===== config.mk =====
export PLATFORM = sky130hd
export DESIGN_NAME = qlc_timing_gen
export DESIGN_NICKNAME = d
export VERILOG_FILES = /design/src/core/qlc_pkg.sv /design/src/core/qlc_timing_gen.sv
export SDC_FILE = /design/constraint.sdc
export NUM_CORES = 1
export LEC_CHECK = 0
export BUFFER_PORTS_ARGS = -buffer_cell sky130_fd_sc_hd__buf_4
export CAP_MARGIN = 20
export CORE_ASPECT_RATIO = 0.9
export CORE_MARGIN = 10
export CORE_UTILIZATION = 45
export CTS_BUF_LIST = sky130_fd_sc_hd__clkbuf_8
export DETAILED_ROUTE_END_ITERATION = 10
export GPL_TIMING_DRIVEN = 0
export SETUP_SLACK_MARGIN = 0.1
export SYNTH_ARGS = -nofsm -noshare
export SYNTH_HDL_FRONTEND = slang
export SYNTH_SLANG_ARGS = --single-unit
export TNS_END_PERCENT = 5

===== constraint.sdc =====
create_clock -name clk -period 3.1 [get_ports clk]
set_input_delay 0.62 -clock clk [delete_from_list [all_inputs] [get_ports clk]]
set_output_delay 0.62 -clock clk [all_outputs]
set_load 0.005 [all_outputs]

===== src/core/qlc_pkg.sv =====
// Package for the quad-linear sensor line timing generator.
// Assumes a 250 MHz system clock and external level-shifting clock drivers.
package qlc_pkg;

  localparam int unsigned CLK_MHZ            = 250;
  localparam int unsigned PIX_MAX_MHZ        = 30;
  // Fastest pixel period in system clocks, rounded up so the pixel rate stays at or under the limit
  localparam int unsigned PIX_MIN_CYC        = (CLK_MHZ + PIX_MAX_MHZ - 1) / PIX_MAX_MHZ;
  localparam int unsigned VIDEO_OUTPUTS      = 7;
  localparam int unsigned LUMA_OUTPUTS       = 4;
  localparam int unsigned LUMA_ACTIVE        = 8160;
  localparam int unsigned CHROMA_ACTIVE      = 4080;
  localparam int unsigned LEAD_BLANK         = 4;
  localparam int unsigned LEAD_DARK          = 24;
  localparam int unsigned TRAIL_GROUP        = 24;
  localparam int unsigned TRAIL_DARK         = 16;
  localparam int unsigned LINE_PIXELS        = LEAD_BLANK + LEAD_DARK + CHROMA_ACTIVE + TRAIL_GROUP;
  localparam int unsigned GATE_STEP_CYC_DEF  = 8;
  localparam int unsigned RESET_PULSE_CYC    = 1;
  localparam logic [15:0] PIX_CNT_RST        = 16'h0000;
  localparam logic [7:0]  STEP_CNT_RST       = 8'h00;

  typedef enum logic [2:0] {
    QLC_IDLE     = 3'b000,
    QLC_PARK     = 3'b001,
    QLC_GATES_ON = 3'b010,
    QLC_G1_OFF   = 3'b011,
    QLC_G2_OFF   = 3'b100,
    QLC_SHIFT    = 3'b101
  } qlc_state_t;

  typedef enum logic [1:0] {
    QLC_SEG_BLANK  = 2'b00,
    QLC_SEG_DARK   = 2'b01,
    QLC_SEG_ACTIVE = 2'b10,
    QLC_SEG_TRAIL  = 2'b11
  } qlc_seg_t;

  typedef struct packed {
    logic first_transfer_gate;
    logic second_transfer_gate;
    logic chroma_phase_one_clock;
    logic chroma_phase_two_clock;
    logic reset_clock;
  } qlc_chroma_pins_t;

  typedef struct packed {
    logic luma_first_gate_bias;
    logic luma_second_gate;
    logic luma_phase_one_clock;
    logic luma_phase_two_clock;
    logic reset_clock;
  } qlc_luma_pins_t;

  // Pin levels after reset: gates shut, phases parked, luma bias on
  localparam qlc_chroma_pins_t CHROMA_PINS_RST = 5'h04;
  localparam qlc_luma_pins_t   LUMA_PINS_RST   = 5'h14;

endpackage


===== src/core/qlc_timing_gen.sv =====
// Line timing generator driving transfer gates, phase clocks and reset clocks.
// Assumes pins drive external clock drivers; no other sensor logic is modelled.
`timescale 1ns/1ps
`default_nettype none
module qlc_timing_gen
  import qlc_pkg::*;
#(
  parameter int unsigned PIX_CYC       = PIX_MIN_CYC,
  parameter int unsigned GATE_STEP_CYC = GATE_STEP_CYC_DEF,
  parameter int unsigned LINE_PIX      = LINE_PIXELS
)(
  input  wire logic       clk,
  input  wire logic       rst,
  input  wire logic       line_start,
  output qlc_chroma_pins_t chroma_pins,
  output qlc_luma_pins_t  luma_pins,
  output logic            busy,
  output logic            pixel_valid,
  output qlc_seg_t        pixel_seg,
  output logic [15:0]     pixel_index
);

  // ---------------------------------------------------------------
  // Start synchroniser
  // ---------------------------------------------------------------
  logic sync1_q;
  logic sync2_q;
  logic sync1_d;
  logic sync2_d;

  always_comb
  begin
    sync1_d = line_start;
    sync2_d = sync1_q;
  end

  always_ff @(posedge clk or posedge rst)
  begin
    if (rst)
    begin
      sync1_q <= 1'b0;
      sync2_q <= 1'b0;
    end
    else
    begin
      sync1_q <= sync1_d;
      sync2_q <= sync2_d;
    end
  end

  function automatic qlc_seg_t seg_of(input logic [15:0] idx);
    if (idx < 16'(LEAD_BLANK))
      return QLC_SEG_BLANK;
    else if (idx < 16'(LEAD_BLANK + LEAD_DARK))
      return QLC_SEG_DARK;
    else if (idx < 16'(LEAD_BLANK + LEAD_DARK + CHROMA_ACTIVE))
      return QLC_SEG_ACTIVE;
    else
      return QLC_SEG_TRAIL;
  endfunction

  // ---------------------------------------------------------------
  // Sequencer
  // ---------------------------------------------------------------
  qlc_state_t       state_q, state_d;
  logic [7:0]       step_q, step_d;
  logic [7:0]       pcyc_q, pcyc_d;
  logic [15:0]      pix_q, pix_d;
  qlc_chroma_pins_t cp_q, cp_d;
  qlc_luma_pins_t   lp_q, lp_d;
  logic             busy_q, busy_d;
  logic             pv_q, pv_d;
  qlc_seg_t         seg_q, seg_d;
  logic [15:0]      idx_q, idx_d;
  logic             step_done;

  localparam logic [7:0] STEP_LAST = 8'(GATE_STEP_CYC - 1);
  localparam logic [7:0] PIX_LAST  = 8'(PIX_CYC - 1);
  localparam logic [7:0] PIX_HALF  = 8'(PIX_CYC / 2);
  localparam logic [7:0] RST_END   = 8'(RESET_PULSE_CYC);

  assign step_done = (step_q == STEP_LAST);

  always_comb
  begin
    state_d = state_q;
    step_d  = step_done ? STEP_CNT_RST : step_q + 8'h01;
    pcyc_d  = pcyc_q;
    pix_d   = pix_q;
    cp_d    = cp_q;
    lp_d    = lp_q;
    busy_d  = busy_q;
    pv_d    = 1'b0;
    seg_d   = seg_q;
    idx_d   = idx_q;
    lp_d.luma_first_gate_bias = 1'b1;
    unique case (state_q)
      QLC_IDLE:
      begin
        step_d = STEP_CNT_RST;
        busy_d = 1'b0;
        cp_d.first_transfer_gate  = 1'b0;
        cp_d.second_transfer_gate = 1'b0;
        lp_d.luma_second_gate     = 1'b0;
        if (sync2_q)
        begin
          state_d = QLC_PARK;
          busy_d  = 1'b1;
        end
      end
      QLC_PARK:
      begin
        cp_d.chroma_phase_one_clock = 1'b1;
        cp_d.chroma_phase_two_clock = 1'b0;
        lp_d.luma_phase_one_clock   = 1'b1;
        lp_d.luma_phase_two_clock   = 1'b0;
        cp_d.reset_clock = 1'b0;
        lp_d.reset_clock = 1'b0;
        if (step_done)
        begin
          state_d = QLC_GATES_ON;
          cp_d.first_transfer_gate  = 1'b1;
          cp_d.second_transfer_gate = 1'b1;
          lp_d.luma_second_gate     = 1'b1;
        end
      end
      QLC_GATES_ON:
        if (step_done)
        begin
          state_d = QLC_G1_OFF;
          cp_d.first_transfer_gate = 1'b0;
          lp_d.luma_second_gate    = 1'b0;
        end
      QLC_G1_OFF:
        if (step_done)
        begin
          state_d = QLC_G2_OFF;
          cp_d.second_transfer_gate = 1'b0;
        end
      QLC_G2_OFF:
        if (step_done)
        begin
          state_d = QLC_SHIFT;
          pcyc_d  = 8'h00;
          pix_d   = PIX_CNT_RST;
          // First pixel opens like every other: reset pulse, phase two high
          cp_d.reset_clock = 1'b1;
          lp_d.reset_clock = 1'b1;
          cp_d.chroma_phase_one_clock = 1'b0;
          cp_d.chroma_phase_two_clock = 1'b1;
          lp_d.luma_phase_one_clock   = 1'b0;
          lp_d.luma_phase_two_clock   = 1'b1;
        end
      QLC_SHIFT:
      begin
        step_d = STEP_CNT_RST;
        pcyc_d = (pcyc_q == PIX_LAST) ? 8'h00 : pcyc_q + 8'h01;
        // Reset pulse leads each pixel
        cp_d.reset_clock = (pcyc_d < RST_END);
        lp_d.reset_clock = (pcyc_d < RST_END);
        // Both registers share one complementary pair timing
        cp_d.chroma_phase_one_clock = (pcyc_d >= PIX_HALF);
        cp_d.chroma_phase_two_clock = (pcyc_d <  PIX_HALF);
        lp_d.luma_phase_one_clock   = (pcyc_d >= PIX_HALF);
        lp_d.luma_phase_two_clock   = (pcyc_d <  PIX_HALF);
        if (pcyc_q == PIX_HALF - 8'h01)
        begin
          // Phase two falls next: pixel lands on all seven outputs
          pv_d  = 1'b1;
          seg_d = seg_of(pix_q);
          idx_d = pix_q;
        end
        if (pcyc_q == PIX_LAST)
        begin
          pix_d = pix_q + 16'h0001;
          if (pix_q == 16'(LINE_PIX - 1))
          begin
            state_d = QLC_IDLE;
            cp_d.chroma_phase_one_clock = 1'b1;
            cp_d.chroma_phase_two_clock = 1'b0;
            lp_d.luma_phase_one_clock   = 1'b1;
            lp_d.luma_phase_two_clock   = 1'b0;
            cp_d.reset_clock = 1'b0;
            lp_d.reset_clock = 1'b0;
          end
        end
      end
      default:
        state_d = QLC_IDLE;
    endcase
  end

  always_ff @(posedge clk or posedge rst)
  begin
    if (rst)
    begin
      state_q <= QLC_IDLE;
      step_q  <= STEP_CNT_RST;
      pcyc_q  <= 8'h00;
      pix_q   <= PIX_CNT_RST;
      cp_q    <= CHROMA_PINS_RST;
      lp_q    <= LUMA_PINS_RST;
      busy_q  <= 1'b0;
      pv_q    <= 1'b0;
      seg_q   <= QLC_SEG_BLANK;
      idx_q   <= PIX_CNT_RST;
    end
    else
    begin
      state_q <= state_d;
      step_q  <= step_d;
      pcyc_q  <= pcyc_d;
      pix_q   <= pix_d;
      cp_q    <= cp_d;
      lp_q    <= lp_d;
      busy_q  <= busy_d;
      pv_q    <= pv_d;
      seg_q   <= seg_d;
      idx_q   <= idx_d;
    end
  end

  assign chroma_pins = cp_q;
  assign luma_pins   = lp_q;
  assign busy        = busy_q;
  assign pixel_valid = pv_q;
  assign pixel_seg   = seg_q;
  assign pixel_index = idx_q;

endmodule
`default_nettype wire


Word level (Yosys, flattened, before mapping)

Cells that the tools add are included.

Register bits after elaboration: 63
Bits of input ports: 3
Word-level logic and storage cells: 85

$add $sub $neg: 3
Magnitude comparators: 6
Equal/unequal tests: 16
Mux-type cells: 31
Reduce and logical (&&, ||, !) cells: 13

Operators by type and width:

| operator                                                                            | count |
|---|---|
| 16-bit two-way mux                                                                  | 2 |
| 8-bit two-way mux                                                                   | 4 |
| 16-bit case mux with 2 select lines                                                 | 1 |
| 3-bit two-way mux                                                                   | 9 |
| 3-bit case mux with 6 select lines                                                  | 1 |
| 16-bit by 1-bit adder with 16-bit output, second input constant                     | 1 |
| 8-bit by 1-bit adder with 8-bit output, second input constant                       | 2 |
| 16-bit by 13-bit equality test with 1-bit output, second input constant             | 1 |
| 16-bit by 13-bit less-than comparator with 1-bit output, second input constant      | 1 |
| 16-bit by 3-bit less-than comparator with 1-bit output, second input constant       | 1 |
| 16-bit by 5-bit less-than comparator with 1-bit output, second input constant       | 1 |
| 8-bit case mux with 2 select lines                                                  | 1 |
| 2-bit != test, second input constant                                                | 7 |
| 1-bit case mux with 3 select lines                                                  | 3 |
| 3-bit case mux with 3 select lines                                                  | 1 |
| 3-bit AND reduction                                                                 | 3 |
| 3-bit nonzero test                                                                  | 3 |
| 8-bit by 2-bit equality test with 1-bit output, second input constant               | 1 |
| 8-bit by 3-bit equality test with 1-bit output, second input constant               | 1 |
| 8-bit by 4-bit equality test with 1-bit output, second input constant               | 1 |
| 8-bit by 3-bit greater-or-equal comparator with 1-bit output, second input constant | 1 |
| 8-bit by 1-bit less-than comparator with 1-bit output, second input constant        | 1 |
| 8-bit by 3-bit less-than comparator with 1-bit output, second input constant        | 1 |
| 7-bit AND reduction                                                                 | 1 |
| 9 further kinds                                                                     | 20 |

Logic depth before layout (Yosys ltp)

Gate-level depths: netlist of the first run.

Depth after elaboration: 6
Depth in mapped cells: 8
Depth with buffers taken out: 7

Least setup slack after synthesis of the first run

Ideal clock, no wire load.

Kind: register to register
Start: register step_q[0]
End: register pix_q[10]
Setup time: 0.132 ns
Arrival time: 2.110 ns
Data required time: 2.968 ns
Slack: 0.859 ns
Stages on the path, launching flop included: 7
Cells stage by stage: dfrtp_1 ha_1 nor4bb_1 nand2_1 nor4b_1 clkbuf_1 nor2_1

Cells in the longest elaborated chain, start to end: 3

Ends and longest elaborated chain:

| element                                        | RTL line              | text |
|---|---|---|
| start, declared                                | qlc_timing_gen.sv:66  | `logic [7:0] step_q, step_d;` |
| start signal, assigned                         | qlc_timing_gen.sv:211 | `step_q <= step_d;` |
| 8-bit by 3-bit equality test with 1-bit output | qlc_timing_gen.sv:82  | `assign step_done = (step_q == STEP_LAST);` |
| 2-bit != test (no source line)                 | n/a                   |  |
| 3-bit AND reduction (no source line)           | n/a                   |  |
| end signal, assigned                           | qlc_timing_gen.sv:213 | `pix_q <= pix_d;` |
| end, declared                                  | qlc_timing_gen.sv:68  | `logic [15:0] pix_q, pix_d;` |

Every way passes these cells.
A chain may end at the register's enable or synchronous reset.

Worst setup path in the final report of the first run

Start: register step_q[0]
End: register pix_q[15]

Same word-level chain as after synthesis.

==> results of run 1 <==
## through the flow
step	hold WS, ps	setup slack [ps]	util	cells	total power (W)
2_1_floorplan	331.2	858.6	-	310	0.001253
3_3_place_gp	333.4	98.38	0.5224	431	0.001384
3_5_place_dp	337.0	186.2	0.5254	432	0.001397
4_1_cts	296.7	169.1	0.5588	447	0.002200
6_report	290.3	609.0	0.5596	448	0.002169
5_1_grt	311.3	368.5	0.5596	448	0.002305
## sequential cells by signal, summed over array words and instances (netlist names)
signal / count
luma_pins: 3
sync1_q: 1
state_q: 3
pixel_valid: 1
pixel_seg: 2
pixel_index: 16
pix_q: 16
chroma_pins: 2
busy: 1
pcyc_q: 8
sync2_q: 1
step_q: 8
## logic make-up after synthesis
logic type | after synthesis
AOI/OAI and AO/OA | 52
xor gates and xnor gates | 23
adders and majority gates | 6
buffers and inverters | 32
DFF | 62
muxes | 16
other | 1
and+or+nand+nor | 118
## final cells by class
type / instances / area (um2)
plain buffers: 19 / 98.84
clock buffers: 11 / 151.4
clock inverters: 4 / 71.32
fillers: 626 / 2932
inverters: 13 / 48.80
multi-input cells: 216 / 1431
flip-flops and latches: 62 / 1553
well taps: 90 / 112.6
repair buffers: 33 / 257.7
## layout by cell type, fill, tap and decap left out, types with 13 or more instances in the layout
cell type / count
sky130_fd_sc_hd__nand3_1: 13
sky130_fd_sc_hd__nor2_1: 34
sky130_fd_sc_hd__o21ai_0: 24
sky130_fd_sc_hd__buf_4: 36
sky130_fd_sc_hd__xor2_1: 14
sky130_fd_sc_hd__nand2_1: 15
sky130_fd_sc_hd__mux2_2: 15
sky130_fd_sc_hd__inv_1: 13
sky130_fd_sc_hd__dfrtp_1: 61
## worst min-delay path by stage
stage | to | cells after the start | slack (ps)
floorplan | sync2_q | 0 | 330
global placement | sync2_q | 0 | 330
detailed placement | sync2_q | 0 | 340
CTS | pixel_index[8] | 2 | 300
global route | pixel_index[13] | 2 | 310
finish | pix_q[8] | 2 | 290
## Yosys cell counts (2+ instances only)
master | number | area (um2)
sky130_fd_sc_hd__inv_1 | 13 | 48.80
sky130_fd_sc_hd__nor4bb_1 | 2 | 20.02
sky130_fd_sc_hd__o31ai_1 | 2 | 15.01
sky130_fd_sc_hd__nor3_1 | 10 | 50.05
sky130_fd_sc_hd__nand4b_1 | 3 | 26.28
sky130_fd_sc_hd__nor2b_1 | 2 | 12.51
sky130_fd_sc_hd__or4_1 | 2 | 15.01
sky130_fd_sc_hd__mux2_2 | 15 | 168.9
sky130_fd_sc_hd__a32o_1 | 2 | 20.02
sky130_fd_sc_hd__nor2_1 | 34 | 127.6
sky130_fd_sc_hd__nand2b_1 | 3 | 18.77
sky130_fd_sc_hd__o21ai_0 | 24 | 120.1
sky130_fd_sc_hd__nor4b_1 | 3 | 26.28
sky130_fd_sc_hd__or3_1 | 2 | 12.51
sky130_fd_sc_hd__clkbuf_1 | 11 | 41.29
sky130_fd_sc_hd__a21oi_1 | 9 | 45.04
sky130_fd_sc_hd__and2_1 | 3 | 18.77
sky130_fd_sc_hd__buf_4 | 5 | 37.54
sky130_fd_sc_hd__ha_1 | 5 | 62.56
sky130_fd_sc_hd__xnor2_1 | 9 | 78.83
sky130_fd_sc_hd__and3_1 | 4 | 25.02
sky130_fd_sc_hd__nor4_1 | 2 | 12.51
sky130_fd_sc_hd__xor2_1 | 14 | 122.6
sky130_fd_sc_hd__nand3b_1 | 3 | 22.52
sky130_fd_sc_hd__o21ai_1 | 3 | 15.01
sky130_fd_sc_hd__nor4_4 | 2 | 42.54
sky130_fd_sc_hd__nand3_1 | 13 | 65.06
sky130_fd_sc_hd__nand4_1 | 10 | 62.56
sky130_fd_sc_hd__nand2_1 | 15 | 56.30
sky130_fd_sc_hd__dfrtp_1 | 61 | 1526
## worst register-to-register path, cell delays in order (launching register included)
cell and delay (ps):
sky130_fd_sc_hd__dfrtp_1 390, sky130_fd_sc_hd__ha_1 240, sky130_fd_sc_hd__nor4bb_1 330, sky130_fd_sc_hd__nand2_1 240, sky130_fd_sc_hd__nor4b_1 400, sky130_fd_sc_hd__clkbuf_2 240, sky130_fd_sc_hd__clkbuf_1 410, sky130_fd_sc_hd__nor2_1 110
## power by group through the flow
stage                     Sequential, W  Clock (W)  Combinational (W)
after CTS                      0.000975   0.000816           0.000408
after detailed placement       0.000990          0           0.000408
after global placement         0.000987          0           0.000397
after floorplan                0.000972          0           0.000281
final                          0.000976   0.000793           0.000401
after global routing           0.000988   0.000852           0.000465
## routing by layer
metal  wire length, um  up-vias  share of wire  global-route usage
li1                  -     1175              -                   -
met1              3266     1120           0.50              0.1791
met2              2855       53           0.43              0.1797
met3               384        7          0.058             0.04710
met4                63        0         0.0096             0.04415
met5                 0        -              0                   0
==> reports/summary.txt, run 1 <==
====================================================================================
Switching power of the nets ...........................................  0.0005937 W
Layout Area Growth over Synthesis .....................................       18.94%
Endpoint of the worst setup timing path ...............................    pix_q[15]
Crit. path cell count .................................................            7
Part of the Yosys area used for sequential elements ...................       0.4958
DRC Markers ...........................................................            0
Antenna Nets Post-Route ...............................................            0
Number of H-tree levels ...............................................            3
Number of buffer and inverter instances along the worst setup path ....            2
Fmax ..................................................................   0.4014 GHz
Core region area ...................................................... 0.006656 mm2
Initial core utilization ..............................................       0.4705
CP Launch Type ........................................................         flop
Yosys reg bits ........................................................           62
Number of cells on the worst reg-to-reg path ..........................            7
Share of the clock period used by the worst path after layout .........       0.8036
Insertion delay to the later sink of the worst-skew pair ..............       340 ps
Area after DPL ........................................................ 0.003497 mm2
Setup repair after global routing missed its margin ...................        false
Die X .................................................................     107.9 um
Count of hold buffers inserted by post-cts repair .....................            0
Count of inserted antenna diode cells .................................            0
Clock tree from TritonCTS .............................................         done
Maximum single-stage delay on the critical path .......................       410 ps
Final design area excluding fillers ................................... 0.003725 mm2
Root buffer selected by CTS ........................................... sky130_fd_sc_hd__clkbuf_8
Switching part of the total ...........................................       0.2737
Vias per cell .........................................................        5.257
Worst R2R Setup Slack .................................................       610 ps
Launch instance of the worst register-to-register path ................    step_q[0]
Share of total power in sequential cells ..............................        0.450
DP Wirelength .........................................................     4.709 mm
Worst slew margin relative to its limit ...............................       0.5091
Vias in the first global route ........................................         2272
Count of endpoints failing hold in the final timing report ............            0
Total Negative Setup Slacks ...........................................         0 ps
Std-Cell Rows .........................................................           28
Total track usage .....................................................       0.1290
Kind of capture point of the worst setup path .........................         flop
Number of buffers created by CTS ......................................            9
Family of cells with the greatest summed delay on the critical path ... simple AND/OR/NAND/NOR gates
IO Count ..............................................................           33
Total length of routed wires ..........................................     6.569 mm
Post-CTS Setup Inserts ................................................            0
Fraction of the mapped netlist area in adder cells ....................      0.02317
Number of enable flip-flop cells after synthesis ......................            0
Clock tree sinks ......................................................           62
CP Data Arrival Time ..................................................      2700 ps
Number of failing setup endpoints in the final timing report ..........            0
Transition time at the pin with the least slew margin .................     731.9 ps
Worst supply voltage drop on vdd ......................................  0.0003367 V
Crit path launch ......................................................    step_q[0]
Slowest library cell on the worst path ................................ sky130_fd_sc_hd__clkbuf_1
Buffers on Ports ......................................................           31
Maximum number of pins on one net before global-route repair ..........           43
Overall overflow remaining after global route .........................            0
Fraction of final layout cells sized beyond drive strength 1 ..........       0.2179
Compound-cell area share of the yosys netlist .........................       0.1019
Top FF cell, synth .................................................... sky130_fd_sc_hd__dfrtp_1
Number of nets in the layout ..........................................          362
Share of synthesized area spent on multiplexers .......................      0.05713
Parity-gate share of the synthesized area counting xor and xnor cells .      0.06432
Capture point of the worst reg-to-reg path ............................    pix_q[15]
Proportion of synthesized flip-flops having asynchronous set or reset .        1.000
P_leak ................................................................     1.768 nW
First-pass detailed-route iteration total .............................            4
Via count .............................................................         2355
Minimum period implied by the final worst setup slack .................      2491 ps
Cell Area, Synth ...................................................... 0.003132 mm2
Synth Area in Simple Gates ............................................       0.2093
Cell-by-cell listing of the critical path ............................. ha_1, nor4bb_1, nand2_1, nor4b_1, clkbuf_2, clkbuf_1, nor2_1
Path category of the worst min-delay check ............................ primary input to asynchronous set/reset pin
Wire length of the first global-routing pass ..........................     11.29 mm
Routed wire length per instance .......................................     14.66 um
Power share of the clock group ........................................        0.366
Maximum fanout count along the critical path ..........................           10
Post-cts resize count .................................................            0
Worst setup path category ............................................. flop to flop
Net Count, Synth ......................................................          318
YS warnings ...........................................................            0
Comb pwr share ........................................................        0.185
Run status ............................................................ finished clean
Die outline height ....................................................     99.14 um
Number of max-slew violations in the final report .....................            0
Routability congestion estimate from global placement .................       0.8737
Synthesized area divided by synthesized cell count ....................    10.10 um2
Clk pin slew, worst setup/hold paths ..................................        70 ps
Power per Cell Area ................................................... 582.4 mW/mm2
Gate count of the mapped netlist ......................................          310
Maximum buffer depth of the clock tree ................................            2
Antenna violations before repair ......................................            0
Setup Skew ............................................................     8.634 ps
Max cap viols .........................................................            0
Cell variety after synth ..............................................           54
Largest family of logic cells by synthesized area ..................... simple AND/OR/NAND/NOR gates
Total die area ........................................................  0.01070 mm2
Critical path required time ...........................................      3300 ps
Internal power ........................................................   0.001576 W
First DRT Iteration DRCs ..............................................          158
====================================================================================
(Power assumes the default switching activity.)
==> run 2: changes to the inputs <==
- clock period: 3.1 -> 2.5 ns (I/O delays scaled with it)
==> run 2 against run 1 <==
- global-route usage about the same
- maximum frequency increased by 7.6%
- count of clock-buffer cells in the layout unchanged
- first-iteration DRC count decreased by 5.1%
- routed wire length decreased by 0.29%
- die area unchanged
- clock power increased by 24%
- sequential share of layout area decreased by 0.20 points
- register-to-register slack got worse by 420 ps
- final cell count decreased by 0.22%
- core utilization increased by 0.26 points
- critical path type unchanged
- largest cell class unchanged
- largest power group unchanged
- highest routed layer unchanged
==> reports/summary.txt, run 2 (synthesis gave the netlist of run 1 again) <==
============================================================================
Run status .................................................... finished clean   unchanged
Setup Skew ....................................................     9.003 ps   was 8.634 ps
Routability congestion estimate from global placement .........       0.8737   unchanged
Total length of routed wires ..................................     6.550 mm   was 6.569 mm
Internal power ................................................   0.001956 W   was 0.001576 W
Multi-input combinational cell area ........................... 0.001450 mm2   was 0.001431 mm2
Sequential cell area .......................................... 0.001553 mm2   unchanged
Overall overflow remaining after global route .................            0   unchanged
CP Launch Type ................................................         flop   unchanged
Cell-by-cell listing of the critical path ..................... or3_1, buf_2, or3_2, clkbuf_1, o21ai_2, o21ai_0, mux2_2   was ha_1, nor4bb_1, nand2_1, nor4b_1, clkbuf_2, clkbuf_1, nor2_1
Number of H-tree levels .......................................            3   unchanged
Antenna Nets Post-Route .......................................            0   unchanged
Metal2 WL .....................................................     2.838 mm   was 2.855 mm
DP Wirelength .................................................     4.709 mm   unchanged
IO Count ......................................................           33   unchanged
Maximum single-stage delay on the critical path ...............       470 ps   was 410 ps
Via count .....................................................         2349   was 2355
First DRT Iteration DRCs ......................................          150   was 158
Vias per cell .................................................        5.255   was 5.257
Comb pwr share ................................................        0.186   was 0.185
Buffers on Ports ..............................................           31   unchanged
Core region area .............................................. 0.006656 mm2   unchanged
Transition time at the pin with the least slew margin .........     731.7 ps   was 731.9 ps
Total die area ................................................  0.01070 mm2   unchanged
P_leak ........................................................     1.780 nW   was 1.768 nW
Path category of the worst min-delay check .................... primary input to asynchronous set/reset pin   unchanged
Routed wire length per instance ...............................     14.65 um   was 14.66 um
Vias in the first global route ................................         2269   was 2272
Share of the clock period used by the worst path after layout .       0.9257   was 0.8036
Most common library cell in the layout ignoring fill and taps . sky130_fd_sc_hd__dfrtp_1   unchanged
Share of total power in sequential cells ......................        0.451   was 0.450
Power share of the clock group ................................        0.363   was 0.366
Worst slew margin relative to its limit .......................       0.5093   was 0.5091
Layout Area Growth over Synthesis .............................       19.50%   was 18.94%
Minimum period implied by the final worst setup slack .........      2314 ps   was 2491 ps
Switching part of the total ...................................       0.2748   was 0.2737
CP Data Arrival Time ..........................................      2540 ps   was 2700 ps
Initial core utilization ......................................       0.4705   unchanged
Wire length of the first global-routing pass ..................     11.32 mm   was 11.29 mm
First-pass detailed-route iteration total .....................            4   unchanged
Count of inserted antenna diode cells .........................            0   unchanged
Max cap viols .................................................            0   unchanged
Worst supply voltage drop on vdd ..............................  0.0004211 V   was 0.0003367 V
Final design area excluding fillers ........................... 0.003742 mm2   was 0.003725 mm2
Clk pin slew, worst setup/hold paths ..........................        70 ps   about the same
Total length of routed met3 wires .............................       400 um   was 384 um
Switching power of the nets ...................................  0.0007413 W   was 0.0005937 W
Filler instances ..............................................          625   was 626
Worst setup path category ..................................... flop to flop   unchanged
Count of hold buffers inserted by post-cts repair .............            0   unchanged
Met1 wire length ..............................................     3.225 mm   was 3.266 mm
Setup repair after global routing missed its margin ...........         true   was false
Number of nets in the layout ..................................          361   was 362
Setup slack after layout ......................................     185.7 ps   was 609.0 ps
Highest-count cells in the layout ignoring fill and taps ...... sky130_fd_sc_hd__dfrtp_1, sky130_fd_sc_hd__buf_4, sky130_fd_sc_hd__nor2_1   unchanged
Insertion delay to the later sink of the worst-skew pair ......       340 ps   about the same
Antenna violations before repair ..............................            0   unchanged
Total track usage .............................................       0.1294   was 0.1290
Number of max-slew violations in the final report .............            0   unchanged
Critical path required time ...................................      2720 ps   was 3300 ps
Count of endpoints failing hold in the final timing report ....            0   unchanged
Number of buffers created by CTS ..............................            9   unchanged
DRC Markers ...................................................            0   unchanged
Slowest library cell on the worst path ........................ sky130_fd_sc_hd__or3_2   was sky130_fd_sc_hd__clkbuf_1
Maximum fanout count along the critical path ..................            7   was 10
DR top layer ..................................................         met4   unchanged
Root buffer selected by CTS ................................... sky130_fd_sc_hd__clkbuf_8   unchanged
Number of failing setup endpoints in the final timing report ..            0   unchanged
Clock tree from TritonCTS .....................................         done   unchanged
Share of the core filled with cells in the final layout .......       0.5622   was 0.5596
Maximum buffer depth of the clock tree ........................            2   unchanged
Fraction of final layout cells sized beyond drive strength 1 ..       0.2297   was 0.2179
Fmax ..........................................................   0.4321 GHz   was 0.4014 GHz
Clock tree sinks ..............................................           62   unchanged
Post-place setup slack ........................................    -413.8 ps   was 186.2 ps
Die X .........................................................     107.9 um   unchanged
Die outline height ............................................     99.14 um   unchanged
Kind of capture point of the worst setup path .................         flop   unchanged
Area after DPL ................................................ 0.003497 mm2   unchanged
Power per Cell Area ........................................... 720.7 mW/mm2   was 582.4 mW/mm2
Maximum number of pins on one net before global-route repair ..           43   unchanged
Std-Cell Rows .................................................           28   unchanged
============================================================================
[run 2: cell count changes in the layout (fill, tap and decap cells not counted)]
cell                       delta
sky130_fd_sc_hd__clkbuf_1     -3
sky130_fd_sc_hd__clkbuf_2     +2
sky130_fd_sc_hd__nor4b_1      -1
sky130_fd_sc_hd__nor4b_4      +1
sky130_fd_sc_hd__o21ai_1      -1
sky130_fd_sc_hd__o21ai_2      +1
[run 2: final timing paths]
path                                      to  slack (ps)        from  cells after the start
worst max-delay path              state_q[0]         190   pcyc_q[4]                      7
worst min-delay path                pix_q[8]         170         rst                      2
worst max register to register    state_q[0]         190   pcyc_q[4]                      7
worst min register to register       sync2_q         350     sync1_q                      0
max in group asynchronous       luma_pins[2]        1690         rst                      3
min in group clk                     sync1_q         270  line_start                      1
[run 2: metal layers]
layer  vias up  global-route usage
met1      1115              0.1803
met5         -                   0
met2        52              0.1797
met4         0             0.04415
met3         8             0.04710
li1       1174                   -
[run 2: through the flow]
stage | total power [W] | hold WS, ps | TNS [ps] | instances
finish | 0.002697 | 170.0 | 0 | 447
global route | 0.002870 | 191.3 | 0 | 447
CTS | 0.002738 | 176.7 | 0 | 447
detailed placement | 0.001733 | 337.0 | -4118 | 432
global placement | 0.001716 | 333.4 | -27390 | 431
floorplan | 0.001554 | 331.2 | 0 | 310
[run 2: power by group through the flow]
stage	clock network, W	registers, W	logic [W]
global placement	0	0.00122	0.000492
floorplan	0	0.00120	0.000349
detailed placement	0	0.00123	0.000506
CTS	0.00101	0.00122	0.000510
global route	0.00106	0.00123	0.000582
finish	0.000980	0.00122	0.000501
[run 2: final cells by class]
type                       count  area share
buffer                        19     0.02742
clock buffer                  11     0.04045
clock inverter                 4     0.01906
inverter                      13     0.01304
multi-input combinational    216      0.3875
sequential                    62      0.4149
tap                           90     0.03009
timing repair buffer          32     0.06754
[run 2: repair_timing]
item                       CTS  global route
gates resized for setup      3             5
setup buffers                0             0
setup endpoints to repair   16            22
[run 2: worst max-delay path: cells and delay by family, from the launching register on]
family,cells,cell delay [ps]
and+or+nand+nor,2,850
muxes,1,270
DFF,1,450
buffers and inverters,2,340
AOI/OAI and AO/OA,2,300
